[config.mk]
export PLATFORM = sky130hd
export DESIGN_NAME = printer_check_sense
export DESIGN_NICKNAME = d
export VERILOG_FILES = /design/src/verilog/printer_check_pkg.sv /design/src/verilog/sticky_flags.sv /design/src/verilog/rise_detect.sv /design/src/verilog/printer_check_sense.sv
export SDC_FILE = /design/constraint.sdc
export NUM_CORES = 1
export LEC_CHECK = 0
export ABC_AREA = 1
export BUFFER_PORTS_ARGS = -buffer_cell sky130_fd_sc_hd__buf_4
export CORE_UTILIZATION = 35
export CTS_CLUSTER_SIZE = 24
export DETAILED_ROUTE_END_ITERATION = 10
export SYNTH_ARGS = -nofsm -noshare
export SYNTH_HDL_FRONTEND = slang
export SYNTH_SLANG_ARGS = --single-unit
[constraint.sdc]
create_clock -name clk_i -period 1.9 [get_ports clk_i]
set_input_delay 0.095 -clock clk_i [delete_from_list [all_inputs] [get_ports clk_i]]
set_output_delay 0.095 -clock clk_i [all_outputs]
set_load 0.05 [all_outputs]
[src/verilog/printer_check_pkg.sv]
// Shared constants, types and layouts for the printer check and sense block
package printer_check_pkg;

    // ****************************************
    // Widths
    // ****************************************
    localparam int BYTE_W = 8;
    localparam int SRC_W = 4;
    localparam logic [7:0] BYTE_ZERO = 8'h00;

    // ****************************************
    // Sense byte, bit 0 is the most significant
    // ****************************************
    localparam int SNS_CMD_REJECT = 7;
    localparam int SNS_INTV_REQ = 6;
    localparam int SNS_BUS_OUT = 5;
    localparam int SNS_EQUIP = 4;
    localparam int SNS_DATA = 3;
    localparam int SNS_UNUSED5 = 2;
    localparam int SNS_UNUSED6 = 1;
    localparam int SNS_CHAN9 = 0;

    // ****************************************
    // Status byte and stored status word
    // ****************************************
    localparam int STAT_UNIT_CHECK = 1;
    localparam int CSW_UNIT_CHECK_BIT = 38;
    localparam logic [7:0] CSW_UC_BYTE_ADDR = 8'h44;

    // ****************************************
    // External source-select decodes
    // ****************************************
    localparam logic [3:0] SRC_ADDR_RB = 4'hA;
    localparam logic [3:0] SRC_DATA_RB = 4'hB;
    localparam logic [3:0] SRC_SENSE = 4'hE;

    // ****************************************
    // Sense/status facility layout
    // ****************************************
    localparam int PRS_UNIT_CHECK = 7;
    localparam int PRS_READY = 6;
    localparam int PRS_CHAN9 = 5;
    localparam int PRS_CHAN12 = 4;
    localparam int PRS_INIT_READY = 3;
    localparam int PRS_HAMMER = 2;
    localparam int PRS_PARITY = 1;
    localparam int PRS_PRINT_REQ = 0;

    // ****************************************
    // Types
    // ****************************************
    typedef enum logic [2:0] {
        ST_NOT_READY = 3'h1,
        ST_READY = 3'h2,
        ST_ONE_LINE = 3'h4
    } ready_state_t;

    typedef struct packed {
        logic start;
        logic stop;
        logic single_cycle;
        logic check_reset;
        logic carriage_stop;
        logic carriage_space;
        logic restore;
    } keys_t;

    typedef struct packed {
        logic space;
        logic skip;
        logic chan1;
        logic chan9;
        logic chan12;
    } carriage_t;

    typedef struct packed {
        logic interlock_open;
        logic forms_trouble;
        logic sync_check;
        logic coil_hazard;
        logic equip_fault;
        logic hammer_check;
        logic parity_check;
    } faults_t;

endpackage : printer_check_pkg

[src/verilog/sticky_flags.sv]
// Bank of sticky flags where a set beats a clear in the same cycle
`timescale 1ns/100ps
module sticky_flags #(
    parameter int W = 1
) (
    // Clock and reset
    input wire logic clk_i,
    input wire logic reset_i,
    // Flag control
    input wire logic [W-1:0] set_i,
    input wire logic [W-1:0] clr_i,
    output logic [W-1:0] q_o
);
    always_ff @(posedge clk_i) begin
        if (reset_i) begin
            q_o <= '0;
        end else begin
            q_o <= set_i | (q_o & ~clr_i);
        end
    end
endmodule : sticky_flags

[src/verilog/rise_detect.sv]
// Rising-edge pulses for a group of synchronous level inputs
`timescale 1ns/100ps
module rise_detect #(
    parameter int W = 1
) (
    // Clock and reset
    input wire logic clk_i,
    input wire logic reset_i,
    // Levels in, pulses out
    input wire logic [W-1:0] level_i,
    output logic [W-1:0] rise_o
);
    logic [W-1:0] prev_q;

    always_ff @(posedge clk_i) begin
        if (reset_i) begin
            prev_q <= '0;
        end else begin
            prev_q <= level_i;
        end
    end

    assign rise_o = level_i & ~prev_q;
endmodule : rise_detect

[src/verilog/printer_check_sense.sv]
// Printer attachment check, sense, status and diagnostic read-back logic
//
// Operation
// - End of forms gives unit check at the next initial selection.
// - After end-of-forms unit check, sense returns intervention required.
// - End of forms drops ready and lights the end-of-forms lamp.
// - One start press readies for the rest; single-cycle prints one line.
// - Channel-1 hole in space or skip ends operation, sets end of forms.
// - After channel-1 hole printing is suppressed until ready again.
// - Forms check blocks the start key until check reset.
// - Unit check shows in word bit 38, byte at 44 bit 6.
// - Unaccepted command sets command reject and unit check.
// - Listed stop causes drop ready and set intervention required.
// - Coil-protect check drops ready, sets print check, cuts coil supply.
// - Sense bits 2, 5 and 6 always read zero.
// - Resettable control malfunction sets equipment check.
// - Unmatched table character sets data check, suppresses that position.
// - Channel 9 seen during space sets sense bit 7.
// - Use meter conditions on ready write, runs with customer meter.
// - Power-on reset clears checks and makes printer not ready.
// - System reset likewise but a ready printer stays ready.
// - Data read-back goes out under source decode B.
// - Address read-back goes out under source decode A.
// - Sense/status facility answers decode E for moves and branches.
`timescale 1ns/100ps
module printer_check_sense (
    // Clock and resets
    input wire logic clk_i,
    input wire logic reset_i,
    input wire logic sys_reset_i,
    // Operator keys and printer mechanism
    input wire printer_check_pkg::keys_t keys_i,
    input wire printer_check_pkg::carriage_t carriage_i,
    input wire printer_check_pkg::faults_t faults_i,
    input wire logic eof_cond_i,
    input wire logic line_done_i,
    // Channel side
    input wire logic cmd_strobe_i,
    input wire logic cmd_invalid_i,
    input wire logic write_op_i,
    input wire logic init_sel_i,
    input wire logic sense_op_i,
    // Character compare
    input wire logic table_option_i,
    input wire logic char_strobe_i,
    input wire logic char_match_i,
    // Line buffer and external source select
    input wire logic [7:0] lb_data_i,
    input wire logic [7:0] lb_addr_i,
    input wire logic diag_capture_i,
    input wire logic [3:0] src_sel_i,
    input wire logic src_move_i,
    input wire logic src_branch_i,
    input wire logic [7:0] branch_mask_i,
    // Customer meter
    input wire logic cpu_meter_run_i,
    // Status and sense out
    output logic [7:0] status_o,
    output logic [7:0] csw_byte_o,
    output logic [7:0] sense_o,
    output logic [7:0] src_data_o,
    output logic branch_taken_o,
    // Printer indications and controls
    output logic ready_o,
    output logic eof_light_o,
    output logic forms_check_o,
    output logic print_check_o,
    output logic coil_supply_o,
    output logic print_enable_o,
    output logic position_suppress_o,
    output logic terminate_o,
    output logic use_meter_o
);

    // ****************************************
    // Key edges
    // ****************************************
    printer_check_pkg::keys_t key_rise;
    logic eof_rise;

    rise_detect #(.W($bits(printer_check_pkg::keys_t) + 1)) u_keys (
        .clk_i(clk_i),
        .reset_i(reset_i),
        .level_i({keys_i, eof_cond_i}),
        .rise_o({key_rise, eof_rise})
    );

    // ****************************************
    // Check latches: forms, sync, coil
    // ****************************************
    logic [2:0] chk_set;
    logic [2:0] chk_clr;
    logic [2:0] chk_q;
    logic forms_q;
    logic sync_q;
    logic coil_q;

    always_comb begin
        chk_set[2] = faults_i.forms_trouble | keys_i.carriage_stop;
        chk_set[1] = faults_i.sync_check;
        chk_set[0] = faults_i.coil_hazard;
        // System reset clears checks, so it must also mask new sets
        if (sys_reset_i) begin
            chk_set = 3'h0;
        end
        chk_clr = {3{key_rise.check_reset | sys_reset_i}};
    end

    sticky_flags #(.W(3)) u_checks (
        .clk_i(clk_i),
        .reset_i(reset_i),
        .set_i(chk_set),
        .clr_i(chk_clr),
        .q_o(chk_q)
    );

    assign forms_q = chk_q[2];
    assign sync_q = chk_q[1];
    assign coil_q = chk_q[0];

    // ****************************************
    // Ready state machine
    // ****************************************
    printer_check_pkg::ready_state_t state_q;
    printer_check_pkg::ready_state_t state_d;
    logic chan1_hit;
    logic eof_event;
    logic blocked;
    logic hard_stop;
    logic sc_stop;
    logic intv_set;
    logic eof_q;
    logic suppress_q;
    logic suppress_d;

    assign chan1_hit = carriage_i.chan1 & (carriage_i.space | carriage_i.skip);
    assign eof_event = (eof_rise | chan1_hit) & ~sys_reset_i;
    // Any latched or arriving check keeps the start key dead
    assign blocked = (|chk_q) | (|chk_set) | faults_i.interlock_open;
    assign hard_stop = keys_i.stop | faults_i.interlock_open | (|chk_set)
        | eof_event;
    assign sc_stop = key_rise.single_cycle & (state_q == printer_check_pkg::ST_READY);

    always_comb begin
        state_d = state_q;
        case (state_q)
            printer_check_pkg::ST_NOT_READY: begin
                if (key_rise.start & ~blocked & ~keys_i.stop) begin
                    state_d = printer_check_pkg::ST_READY;
                end else if (key_rise.single_cycle & ~blocked & ~keys_i.stop) begin
                    state_d = printer_check_pkg::ST_ONE_LINE;
                end
            end
            printer_check_pkg::ST_READY: begin
                if (hard_stop | sc_stop) begin
                    state_d = printer_check_pkg::ST_NOT_READY;
                end
            end
            printer_check_pkg::ST_ONE_LINE: begin
                if (hard_stop | line_done_i) begin
                    state_d = printer_check_pkg::ST_NOT_READY;
                end
            end
            default: begin
                state_d = printer_check_pkg::ST_NOT_READY;
            end
        endcase
        // Outcome of a running operation is not defined here
        if (sys_reset_i) begin
            state_d = (state_q == printer_check_pkg::ST_READY)
                ? printer_check_pkg::ST_READY
                : printer_check_pkg::ST_NOT_READY;
        end
    end

    always_ff @(posedge clk_i) begin
        if (reset_i) begin
            state_q <= printer_check_pkg::ST_NOT_READY;
            ready_o <= 1'b0;
        end else begin
            state_q <= state_d;
            ready_o <= (state_d == printer_check_pkg::ST_READY);
        end
    end

    assign intv_set = eof_event
        | ((state_q != printer_check_pkg::ST_NOT_READY) & (hard_stop | sc_stop));

    // ****************************************
    // End of forms and print suppression
    // ****************************************
    always_comb begin
        suppress_d = suppress_q;
        if (state_q == printer_check_pkg::ST_NOT_READY
            && state_d != printer_check_pkg::ST_NOT_READY) begin
            suppress_d = 1'b0;
        end
        if (chan1_hit) begin
            suppress_d = 1'b1;
        end
        if (sys_reset_i) begin
            suppress_d = 1'b0;
        end
    end

    always_ff @(posedge clk_i) begin
        if (reset_i) begin
            eof_q <= 1'b0;
            suppress_q <= 1'b0;
            eof_light_o <= 1'b0;
            terminate_o <= 1'b0;
            print_enable_o <= 1'b0;
        end else begin
            if (eof_event) begin
                eof_q <= 1'b1;
            end else if (sys_reset_i || (state_q == printer_check_pkg::ST_NOT_READY
                         && state_d != printer_check_pkg::ST_NOT_READY)) begin
                eof_q <= 1'b0;
            end
            eof_light_o <= eof_event | (eof_q & ~sys_reset_i
                & ~(state_d != printer_check_pkg::ST_NOT_READY
                & state_q == printer_check_pkg::ST_NOT_READY));
            suppress_q <= suppress_d;
            terminate_o <= chan1_hit;
            print_enable_o <= (state_d != printer_check_pkg::ST_NOT_READY)
                & ~suppress_d;
        end
    end

    // ****************************************
    // Coil protect and forms indications
    // ****************************************
    always_ff @(posedge clk_i) begin
        if (reset_i) begin
            forms_check_o <= 1'b0;
            print_check_o <= 1'b0;
            coil_supply_o <= 1'b0;
        end else begin
            forms_check_o <= chk_set[2] | (forms_q & ~chk_clr[2]);
            print_check_o <= chk_set[0] | (coil_q & ~chk_clr[0]);
            coil_supply_o <= ~(chk_set[0] | (coil_q & ~chk_clr[0]));
        end
    end

    // ****************************************
    // Sense bits: reject, intervention, equipment, data, channel 9
    // ****************************************
    logic data_mismatch;
    logic [4:0] sns_set;
    logic [4:0] sns_q;

    assign data_mismatch = table_option_i & char_strobe_i & ~char_match_i;

    always_comb begin
        sns_set[4] = cmd_strobe_i & cmd_invalid_i;
        sns_set[3] = intv_set;
        sns_set[2] = faults_i.equip_fault;
        sns_set[1] = data_mismatch;
        sns_set[0] = carriage_i.space & carriage_i.chan9;
        if (sys_reset_i) begin
            sns_set = 5'h00;
        end
    end

    // Sense is consumed by the sense operation that reports it
    sticky_flags #(.W(5)) u_sense (
        .clk_i(clk_i),
        .reset_i(reset_i),
        .set_i(sns_set),
        .clr_i({5{sense_op_i | sys_reset_i}}),
        .q_o(sns_q)
    );

    logic [7:0] sense_now;

    always_comb begin
        sense_now = printer_check_pkg::BYTE_ZERO;
        sense_now[printer_check_pkg::SNS_CMD_REJECT] = sns_q[4];
        sense_now[printer_check_pkg::SNS_INTV_REQ] = sns_q[3];
        sense_now[printer_check_pkg::SNS_EQUIP] = sns_q[2];
        sense_now[printer_check_pkg::SNS_DATA] = sns_q[1];
        sense_now[printer_check_pkg::SNS_CHAN9] = sns_q[0];
    end

    // ****************************************
    // Unit check and status presentation
    // ****************************************
    logic uc_q;
    logic uc_set;

    assign uc_set = (eof_event | (|sns_set)) & ~sys_reset_i;

    always_ff @(posedge clk_i) begin
        if (reset_i) begin
            uc_q <= 1'b0;
            status_o <= printer_check_pkg::BYTE_ZERO;
            csw_byte_o <= printer_check_pkg::BYTE_ZERO;
            sense_o <= printer_check_pkg::BYTE_ZERO;
            position_suppress_o <= 1'b0;
        end else begin
            uc_q <= uc_set | (uc_q & ~init_sel_i & ~sys_reset_i);
            if (init_sel_i) begin
                status_o <= printer_check_pkg::BYTE_ZERO;
                status_o[printer_check_pkg::STAT_UNIT_CHECK] <= uc_q;
                csw_byte_o <= printer_check_pkg::BYTE_ZERO;
                csw_byte_o[printer_check_pkg::STAT_UNIT_CHECK] <= uc_q;
            end
            if (sense_op_i) begin
                sense_o <= sense_now;
            end
            position_suppress_o <= data_mismatch;
        end
    end

    // ****************************************
    // Use meter
    // ****************************************
    logic meter_q;

    always_ff @(posedge clk_i) begin
        if (reset_i) begin
            meter_q <= 1'b0;
            use_meter_o <= 1'b0;
        end else begin
            if (write_op_i && state_q == printer_check_pkg::ST_READY) begin
                meter_q <= 1'b1;
            end else if (keys_i.carriage_space || keys_i.restore) begin
                meter_q <= 1'b0;
            end
            use_meter_o <= meter_q & cpu_meter_run_i;
        end
    end

    // ****************************************
    // Diagnostic read-back and sense/status facility
    // ****************************************
    logic [7:0] data_rb_q;
    logic [7:0] addr_rb_q;
    logic init_ready_q;
    logic print_req_q;
    logic chan12_q;
    logic [7:0] printer_sense_status_facility;
    logic prs_read;
    logic became_ready;

    assign became_ready = (state_q == printer_check_pkg::ST_NOT_READY)
        & (state_d != printer_check_pkg::ST_NOT_READY);
    assign prs_read = (src_move_i | src_branch_i)
        & (src_sel_i == printer_check_pkg::SRC_SENSE);

    always_ff @(posedge clk_i) begin
        if (reset_i) begin
            data_rb_q <= printer_check_pkg::BYTE_ZERO;
            addr_rb_q <= printer_check_pkg::BYTE_ZERO;
            init_ready_q <= 1'b0;
            print_req_q <= 1'b0;
            chan12_q <= 1'b0;
        end else begin
            if (diag_capture_i) begin
                data_rb_q <= lb_data_i;
                addr_rb_q <= lb_addr_i;
            end
            // Reading the facility consumes its init-ready, print-request and channel-12 bits
            init_ready_q <= became_ready | (init_ready_q & ~prs_read);
            print_req_q <= became_ready | line_done_i | (print_req_q & ~prs_read);
            chan12_q <= (carriage_i.space & carriage_i.chan12) | (chan12_q & ~prs_read);
        end
    end

    always_comb begin
        printer_sense_status_facility = printer_check_pkg::BYTE_ZERO;
        printer_sense_status_facility[printer_check_pkg::PRS_UNIT_CHECK] = uc_q;
        printer_sense_status_facility[printer_check_pkg::PRS_READY] = ready_o;
        printer_sense_status_facility[printer_check_pkg::PRS_CHAN9] = sns_q[0];
        printer_sense_status_facility[printer_check_pkg::PRS_CHAN12] = chan12_q;
        printer_sense_status_facility[printer_check_pkg::PRS_INIT_READY] = init_ready_q;
        printer_sense_status_facility[printer_check_pkg::PRS_HAMMER] = faults_i.hammer_check;
        printer_sense_status_facility[printer_check_pkg::PRS_PARITY] = faults_i.parity_check;
        printer_sense_status_facility[printer_check_pkg::PRS_PRINT_REQ] = print_req_q;
    end

    always_ff @(posedge clk_i) begin
        if (reset_i) begin
            src_data_o <= printer_check_pkg::BYTE_ZERO;
            branch_taken_o <= 1'b0;
        end else begin
            if (src_move_i) begin
                case (src_sel_i)
                    printer_check_pkg::SRC_DATA_RB: src_data_o <= data_rb_q;
                    printer_check_pkg::SRC_ADDR_RB: src_data_o <= addr_rb_q;
                    printer_check_pkg::SRC_SENSE: src_data_o <= printer_sense_status_facility;
                    default: src_data_o <= printer_check_pkg::BYTE_ZERO;
                endcase
            end
            branch_taken_o <= src_branch_i
                & (src_sel_i == printer_check_pkg::SRC_SENSE)
                & (|(printer_sense_status_facility & branch_mask_i));
        end
    end
endmodule : printer_check_sense

Word level (Yosys, flattened, before mapping)
Index checks and enable logic that the tools add are counted.
Storage, ports and cells
  flip-flop bits (word level): 66
  output and inout bits: 42
Operators by class
  equal/unequal tests: 9
  mux-type cells: 17
  bitwise operators: 71
  reduce and logical (&&, ||, !) cells: 10
Operators with widths (count)
  1-bit bitwise AND: 29
  8-bit case mux with 3 select lines: 1
  1-bit OR: 23
  3-bit two-way mux: 6
  8-bit bitwise AND: 2
  4-bit equality test, second input constant: 3
  1-bit NOT: 10
  3-bit case mux with 3 select lines: 1
  8-bit NOT: 1
  8-bit OR reduction: 1
  1-bit two-way mux: 7
  3-bit by 2-bit equality test with 1-bit output, second input constant: 2
  3-bit by 1-bit inequality test with 1-bit output, second input constant: 2
  3-bit OR reduction: 2
  5-bit bitwise AND: 1
  5-bit two-way mux: 1
  5-bit NOT: 1
  5-bit OR: 1
  5-bit OR reduction: 1
  2-bit nonzero test: 2
  3-bit bitwise AND: 1
  3-bit by 1-bit equality test with 1-bit output, second input constant: 1
  3-bit equality test, second input constant: 1
  3-bit NOT: 1
  4 further kinds: 6

Logic depth before layout (Yosys ltp)
  depth after elaboration: 19
  depth in mapped cells: 15

Cells and area by module
Synthesis repeated with hierarchy kept, for this count alone.
Second synthesis, totals
  cells, all modules: 404
  area, all modules: 2859.0 µm²
Modules (own cells, without submodules)
  printer_check_sense: times used 1, cells each 331, area an instance 2287.2 µm², seq. area each 1001.0 µm²
  rise_detect: times used 1, cells each 33, area an instance 281.5 µm², seq. area each 160.2 µm²
  sticky_flags (u_sense): times used 1, cells each 25, area an instance 181.4 µm², seq. area each 100.1 µm²
  sticky_flags (u_checks): times used 1, cells each 15, area an instance 108.9 µm², seq. area each 60.1 µm²

Worst setup path before layout
No wires, ideal clock.
  path kind: register -> register
  from: register u_checks.q_o[0]
  to: register suppress_q
  setup time: 0.065 ns
  data arrival time: 1.484 ns
  required time: 1.835 ns
  path slack: 0.350 ns
  cell stages (with the launch flop): 15
  buffers on the path: 0
  clock period less this slack: 1.550 ns
  path through: dfxtp_1 -> inv_1 -> nand2_1 -> nor2_1 -> nand4_1 -> nand2_1 -> nor2_1 -> nor2_1 -> nand2_1 -> nand2_2 -> nand2_4 -> nand2_2 -> nand2_2 -> nand2_1 -> nor2_1
On the way
  longest elaborated chain between the ends: 15
  elaborated cells on any way between the ends: 17
  those cells by class: eq/ne: 1; mux: 7; bitwise: 7; reduce/logical: 2
RTL lines
  start, declared: RTL line sticky_flags.sv:12  | output logic [W-1:0] q_o
  start signal, assigned: RTL line sticky_flags.sv:18  | q_o <= set_i | (q_o & ~clr_i);
  3-bit OR reduction (*): RTL line printer_check_sense.sv:139  | assign blocked = (|chk_q) | (|chk_set) | faults_i.interlock_open;
  1-bit OR (*) (2 in a row): RTL line printer_check_sense.sv:139
  1-bit NOT (*): RTL line printer_check_sense.sv:148, printer_check_sense.sv:150
  1-bit bitwise AND (2 in a row): RTL line printer_check_sense.sv:150  | end else if (key_rise.single_cycle & ~blocked & ~keys_i.stop) begin
  3-bit two-way mux: RTL line printer_check_sense.sv:150
  3-bit two-way mux (*): RTL line printer_check_sense.sv:148  | if (key_rise.start & ~blocked & ~keys_i.stop) begin
  3-bit case mux with 3 select lines (*): RTL line printer_check_sense.sv:146  | case (state_q)
  3-bit two-way mux (*): RTL line printer_check_sense.sv:169  | if (sys_reset_i) begin
  3-bit by 1-bit inequality test with 1-bit output (*): RTL line printer_check_sense.sv:195  | && state_d != printer_check_pkg::ST_NOT_READY) begin
  1-bit logical AND (*): RTL line printer_check_sense.sv:195
  1-bit two-way mux (*): RTL line printer_check_sense.sv:194  | if (state_q == printer_check_pkg::ST_NOT_READY
  1-bit two-way mux (*): RTL line printer_check_sense.sv:198  | if (chan1_hit) begin
  1-bit two-way mux (*): RTL line printer_check_sense.sv:201  | if (sys_reset_i) begin
  end signal, assigned: RTL line printer_check_sense.sv:223  | suppress_q <= suppress_d;
  end, declared: RTL line printer_check_sense.sv:133  | logic suppress_q;
Mark *: on every way between the ends. The rest lies on a longest branch, timed or not.
A chain may end at the register's enable or synchronous reset.

Final worst setup path
  from: input eof_cond_i
  to: register suppress_q
On the way
  longest elaborated chain between the ends: 13
  elaborated cells on any way between the ends: 15
  those cells by class: eq/ne: 1; mux: 7; bitwise: 6; reduce/logical: 1
RTL lines
  start, declared: RTL line printer_check_sense.sv:35  | input wire logic eof_cond_i,
  8-bit bitwise AND (*): RTL line rise_detect.sv:23  | assign rise_o = level_i & ~prev_q;
  1-bit OR (*): RTL line printer_check_sense.sv:137  | assign eof_event = (eof_rise | chan1_hit) & ~sys_reset_i;
  1-bit bitwise AND (*): RTL line printer_check_sense.sv:137
  1-bit OR (*): RTL line printer_check_sense.sv:141  | | eof_event;
  1-bit OR (on tied branches): RTL line printer_check_sense.sv:160, printer_check_sense.sv:155
  3-bit two-way mux (on tied branches): RTL line printer_check_sense.sv:160, printer_check_sense.sv:155
  3-bit case mux with 3 select lines (*): RTL line printer_check_sense.sv:146
  3-bit two-way mux (*): RTL line printer_check_sense.sv:169
  3-bit by 1-bit inequality test with 1-bit output (*): RTL line printer_check_sense.sv:195
  1-bit logical AND (*): RTL line printer_check_sense.sv:195
  1-bit two-way mux (*): RTL line printer_check_sense.sv:194
  1-bit two-way mux (*): RTL line printer_check_sense.sv:198
  1-bit two-way mux (*): RTL line printer_check_sense.sv:201
Marks and branches as above.

==> results.md <==
* Arrival @ worst endpoint at 1880 ps
* Top cells by area, synth: dfxtp_1 (47%), nand2_1 (10%), nor2_1 (9.9%)
* Post-route antenna net violation count at 0
* Number of remaining DRC errors at 0
* WHS at 7.05 ps
* Outcome: finished clean
* DP Wirelength at 4960 µm
* Most frequent cells after synthesis: nand2_1 (72), nor2_1 (68), dfxtp_1 (60), inv_1 (32), o21ai_0 (25)
* Number of core rows at 30
* Worst Skew at approximately 9 ps
* Final Hold Viols at 0
* Post-DR wirelength/cell at 12.0 µm
* Post-Synth Simple-Gate Area at 28.8%
* Yosys Warn Count at 0
* Deepest clock path buffer count at 2
* CTS H-tree lvls at 3
* Die height at between 80 and 90 µm
* Met3 Usage GRT at 5.66%
* Worst setup margin at 236 ps
* Area of the mapped netlist at 2580 µm²
* Synth Flop Type: dfxtp_1
* Drt initial violations at 64
* Crit path kind: input port to flop
* Synthesized flop and latch total at 60
* Startpoint Class: input port
* Ys async rst share at 0%
* Grt met1 use at between 20% and 30%
* CTS root buffer: clkbuf_8
* Final Cell Area at 3690 µm²
* Leak Pwr at 1.77 nW
* Port buffer count at 88
* Number of global-route vias before repair at roughly 2400
* Worst Hold Path Cells at 3
* Placer congestion estimate at approximately 0.8
* DIE AREA at 7710 µm²
* Congestion Overflow GR at 0
* First-pass GRT wire length at between 10000 and 15000 µm
* Setup TNS at 0 ps
* Fin nets at 535
* Fraction of synthesized area in multiplexers at 0%
* Place WS at 341 ps
* Synth Area in XOR/XNOR at 0%
* Pwr Total at 3.02 mW
* Period utilisation layout at 87.6%
* Sequential fraction of the synthesis area at 46.6%
* Crit path max fanout at 5
* Top-count cell post-synth: nand2_1
* Hold Crit Class: input port to flop
* Vias per std cell at 4.51
* DP Area at about 3300 µm²
* Via count at about 2600
* Top Usage Layer GRT: met2
* Pwr dens at 819 nW/µm²
* Area leader, netlist: dfxtp_1
* Core Area at between 6000 and 7000 µm²
* Combinational family with the most area after synthesis: simple AND/OR/NAND/NOR gates
* Die extent in x at 87.8 µm
* Worst skew pair latency at 340 ps
* Dpl cells at between 500 and 600
* Number of setup violations in the final report at 0
* DR pass1 iterations at 4
* Minimum clock period at 1660 ps
* Final Core Density at 53.1%
* CTS resizes at 0
* Critical Path End Type: flop
* Worst vdd ir at 0.000324 V
* Initial antenna violation count at 0
* # IOs at around 110
* RSZ-0062 raised after global routing: no
* Synth Area in Compound Gates at between 10% and 20%
* Max-cap violations at 0
* Worst-Margin Slew at about 670 ps
* R2r worst-path depth at 12
* EDFF count, synth at 0
* Fin cells at 570
* Pin count of the biggest net entering global routing at 36
* Worst-path clk slew at 60 ps
* Max_slew headroom at 55.5%
* Adder-cell share of the synthesized area at 0%
* Synth cell types at 30
* Fmax at 0.601 GHz
* Synth Area per Inst at 7.20 µm²
* Post-CTS Setup Repair Bufs at 0
* Synth Instances at 358
* Global-route usage over all layers at 19.0%
* CP required at 2110 ps
* Clock Sinks at 60
* CTS Buf Count at 9
* CTS tree: done
* Share of cells above drive strength 1 at 24.9%
* Post-synthesis to final-layout area growth at 43.2%
* Area fraction of the dominant cell type after synthesis at a little under half
* Final slew viol count at 0
* Starting Density at 37.1%
* Met2 Use GR at about a third
* Ant diodes at 0
* DRT Wirelength at 6820 µm
layer usage:
metal  wire length, µm  part of all wire (%)
met1              2970                    44
met2              3300                    48
met3               446                   6.5
met4               101                   1.5
met5                 0                     0
cell usage in the layout, fill, tap and decap left out:
cell,instances
o311ai_0,1
a21oi_1,23
nand4_1,2
clkbuf_1,1
o21ai_2,3
nand2_1,72
conb_1,17
a22oi_1,1
nand3_1,20
dlygate4sd3_1,24
o22ai_1,1
a221oi_1,2
or2_2,2
o21ai_0,25
clkbuf_8,11
nand3_2,1
inv_2,1
o2111ai_1,1
nor2_1,68
buf_4,90
or2_0,1
a22o_1,1
nor4_1,2
nand2_2,4
inv_1,32
nor3_1,2
nand2_4,1
bufinv_16,1
dfxtp_1,60
nor2_2,1
nor3_2,1
clkinv_2,1
a21oi_2,1
report_power, final:
group | total (mW) | switching (mW) | internal, mW
combinational | 0.532 | 0.325 | 0.207
clock | 1.13 | 0.472 | 0.661
sequential | 1.36 | 0.0338 | 1.32
total | 3.02 | 0.831 | 2.19
layout make-up:
cell class                      count  area (µm²)
Multi-Input combinational cell    253        1140
Sequential cell                    60        1200
Clock buffer                       12         155
Inverter                           33         124
Timing Repair Buffer              114         916
Clock inverter                      2        35.0
Tap cell                           96         120
Fill cell                         711        3250
critical path, cell delays in order:
cell           delay [ps]
dlygate4sd3_1         540
buf_4                 130
inv_1                  60
or2_0                 110
nand2_1                50
nand2_1               160
nand3_1               130
a21oi_1               150
nand2_1                80
nand2_2                90
nand2_4                70
nand2_2                60
nand2_2                50
nand2_1                60
nor2_1                 40
kinds of logic after synthesis:
| logic type | Yosys count |
|---|---|
| compound gates | 59 |
| buf+inv | 61 |
| flops | 60 |
| other cells | 1 |
| simple gates | 177 |
sequential cells by signal, summed over array words and instances (netlist names), 2 cells and up:
signal / flops
addr_rb_q: 8
data_rb_q: 8
sense_o: 5
src_data_o: 8
state_q: 3
u_checks.q_o: 2
u_keys.prev_q: 4
u_sense.q_o: 5
timing repair:
item | 4_1_cts | 5_1_grt
hold buffers | 24 | 0
endpoints found under the hold margin | 24 | 0
setup endpoints to repair | 0 | 0
final timing paths:
kind | from | to | slack, ps
worst max-delay path | eof_cond_i | suppress_q | 240
worst min-delay path | lb_addr_i[3] | addr_rb_q[3] | 7
worst max register to register | state_q[0] | suppress_q | 320
worst min register to register | meter_q | use_meter_o | 440
(Power assumes the default switching activity.)
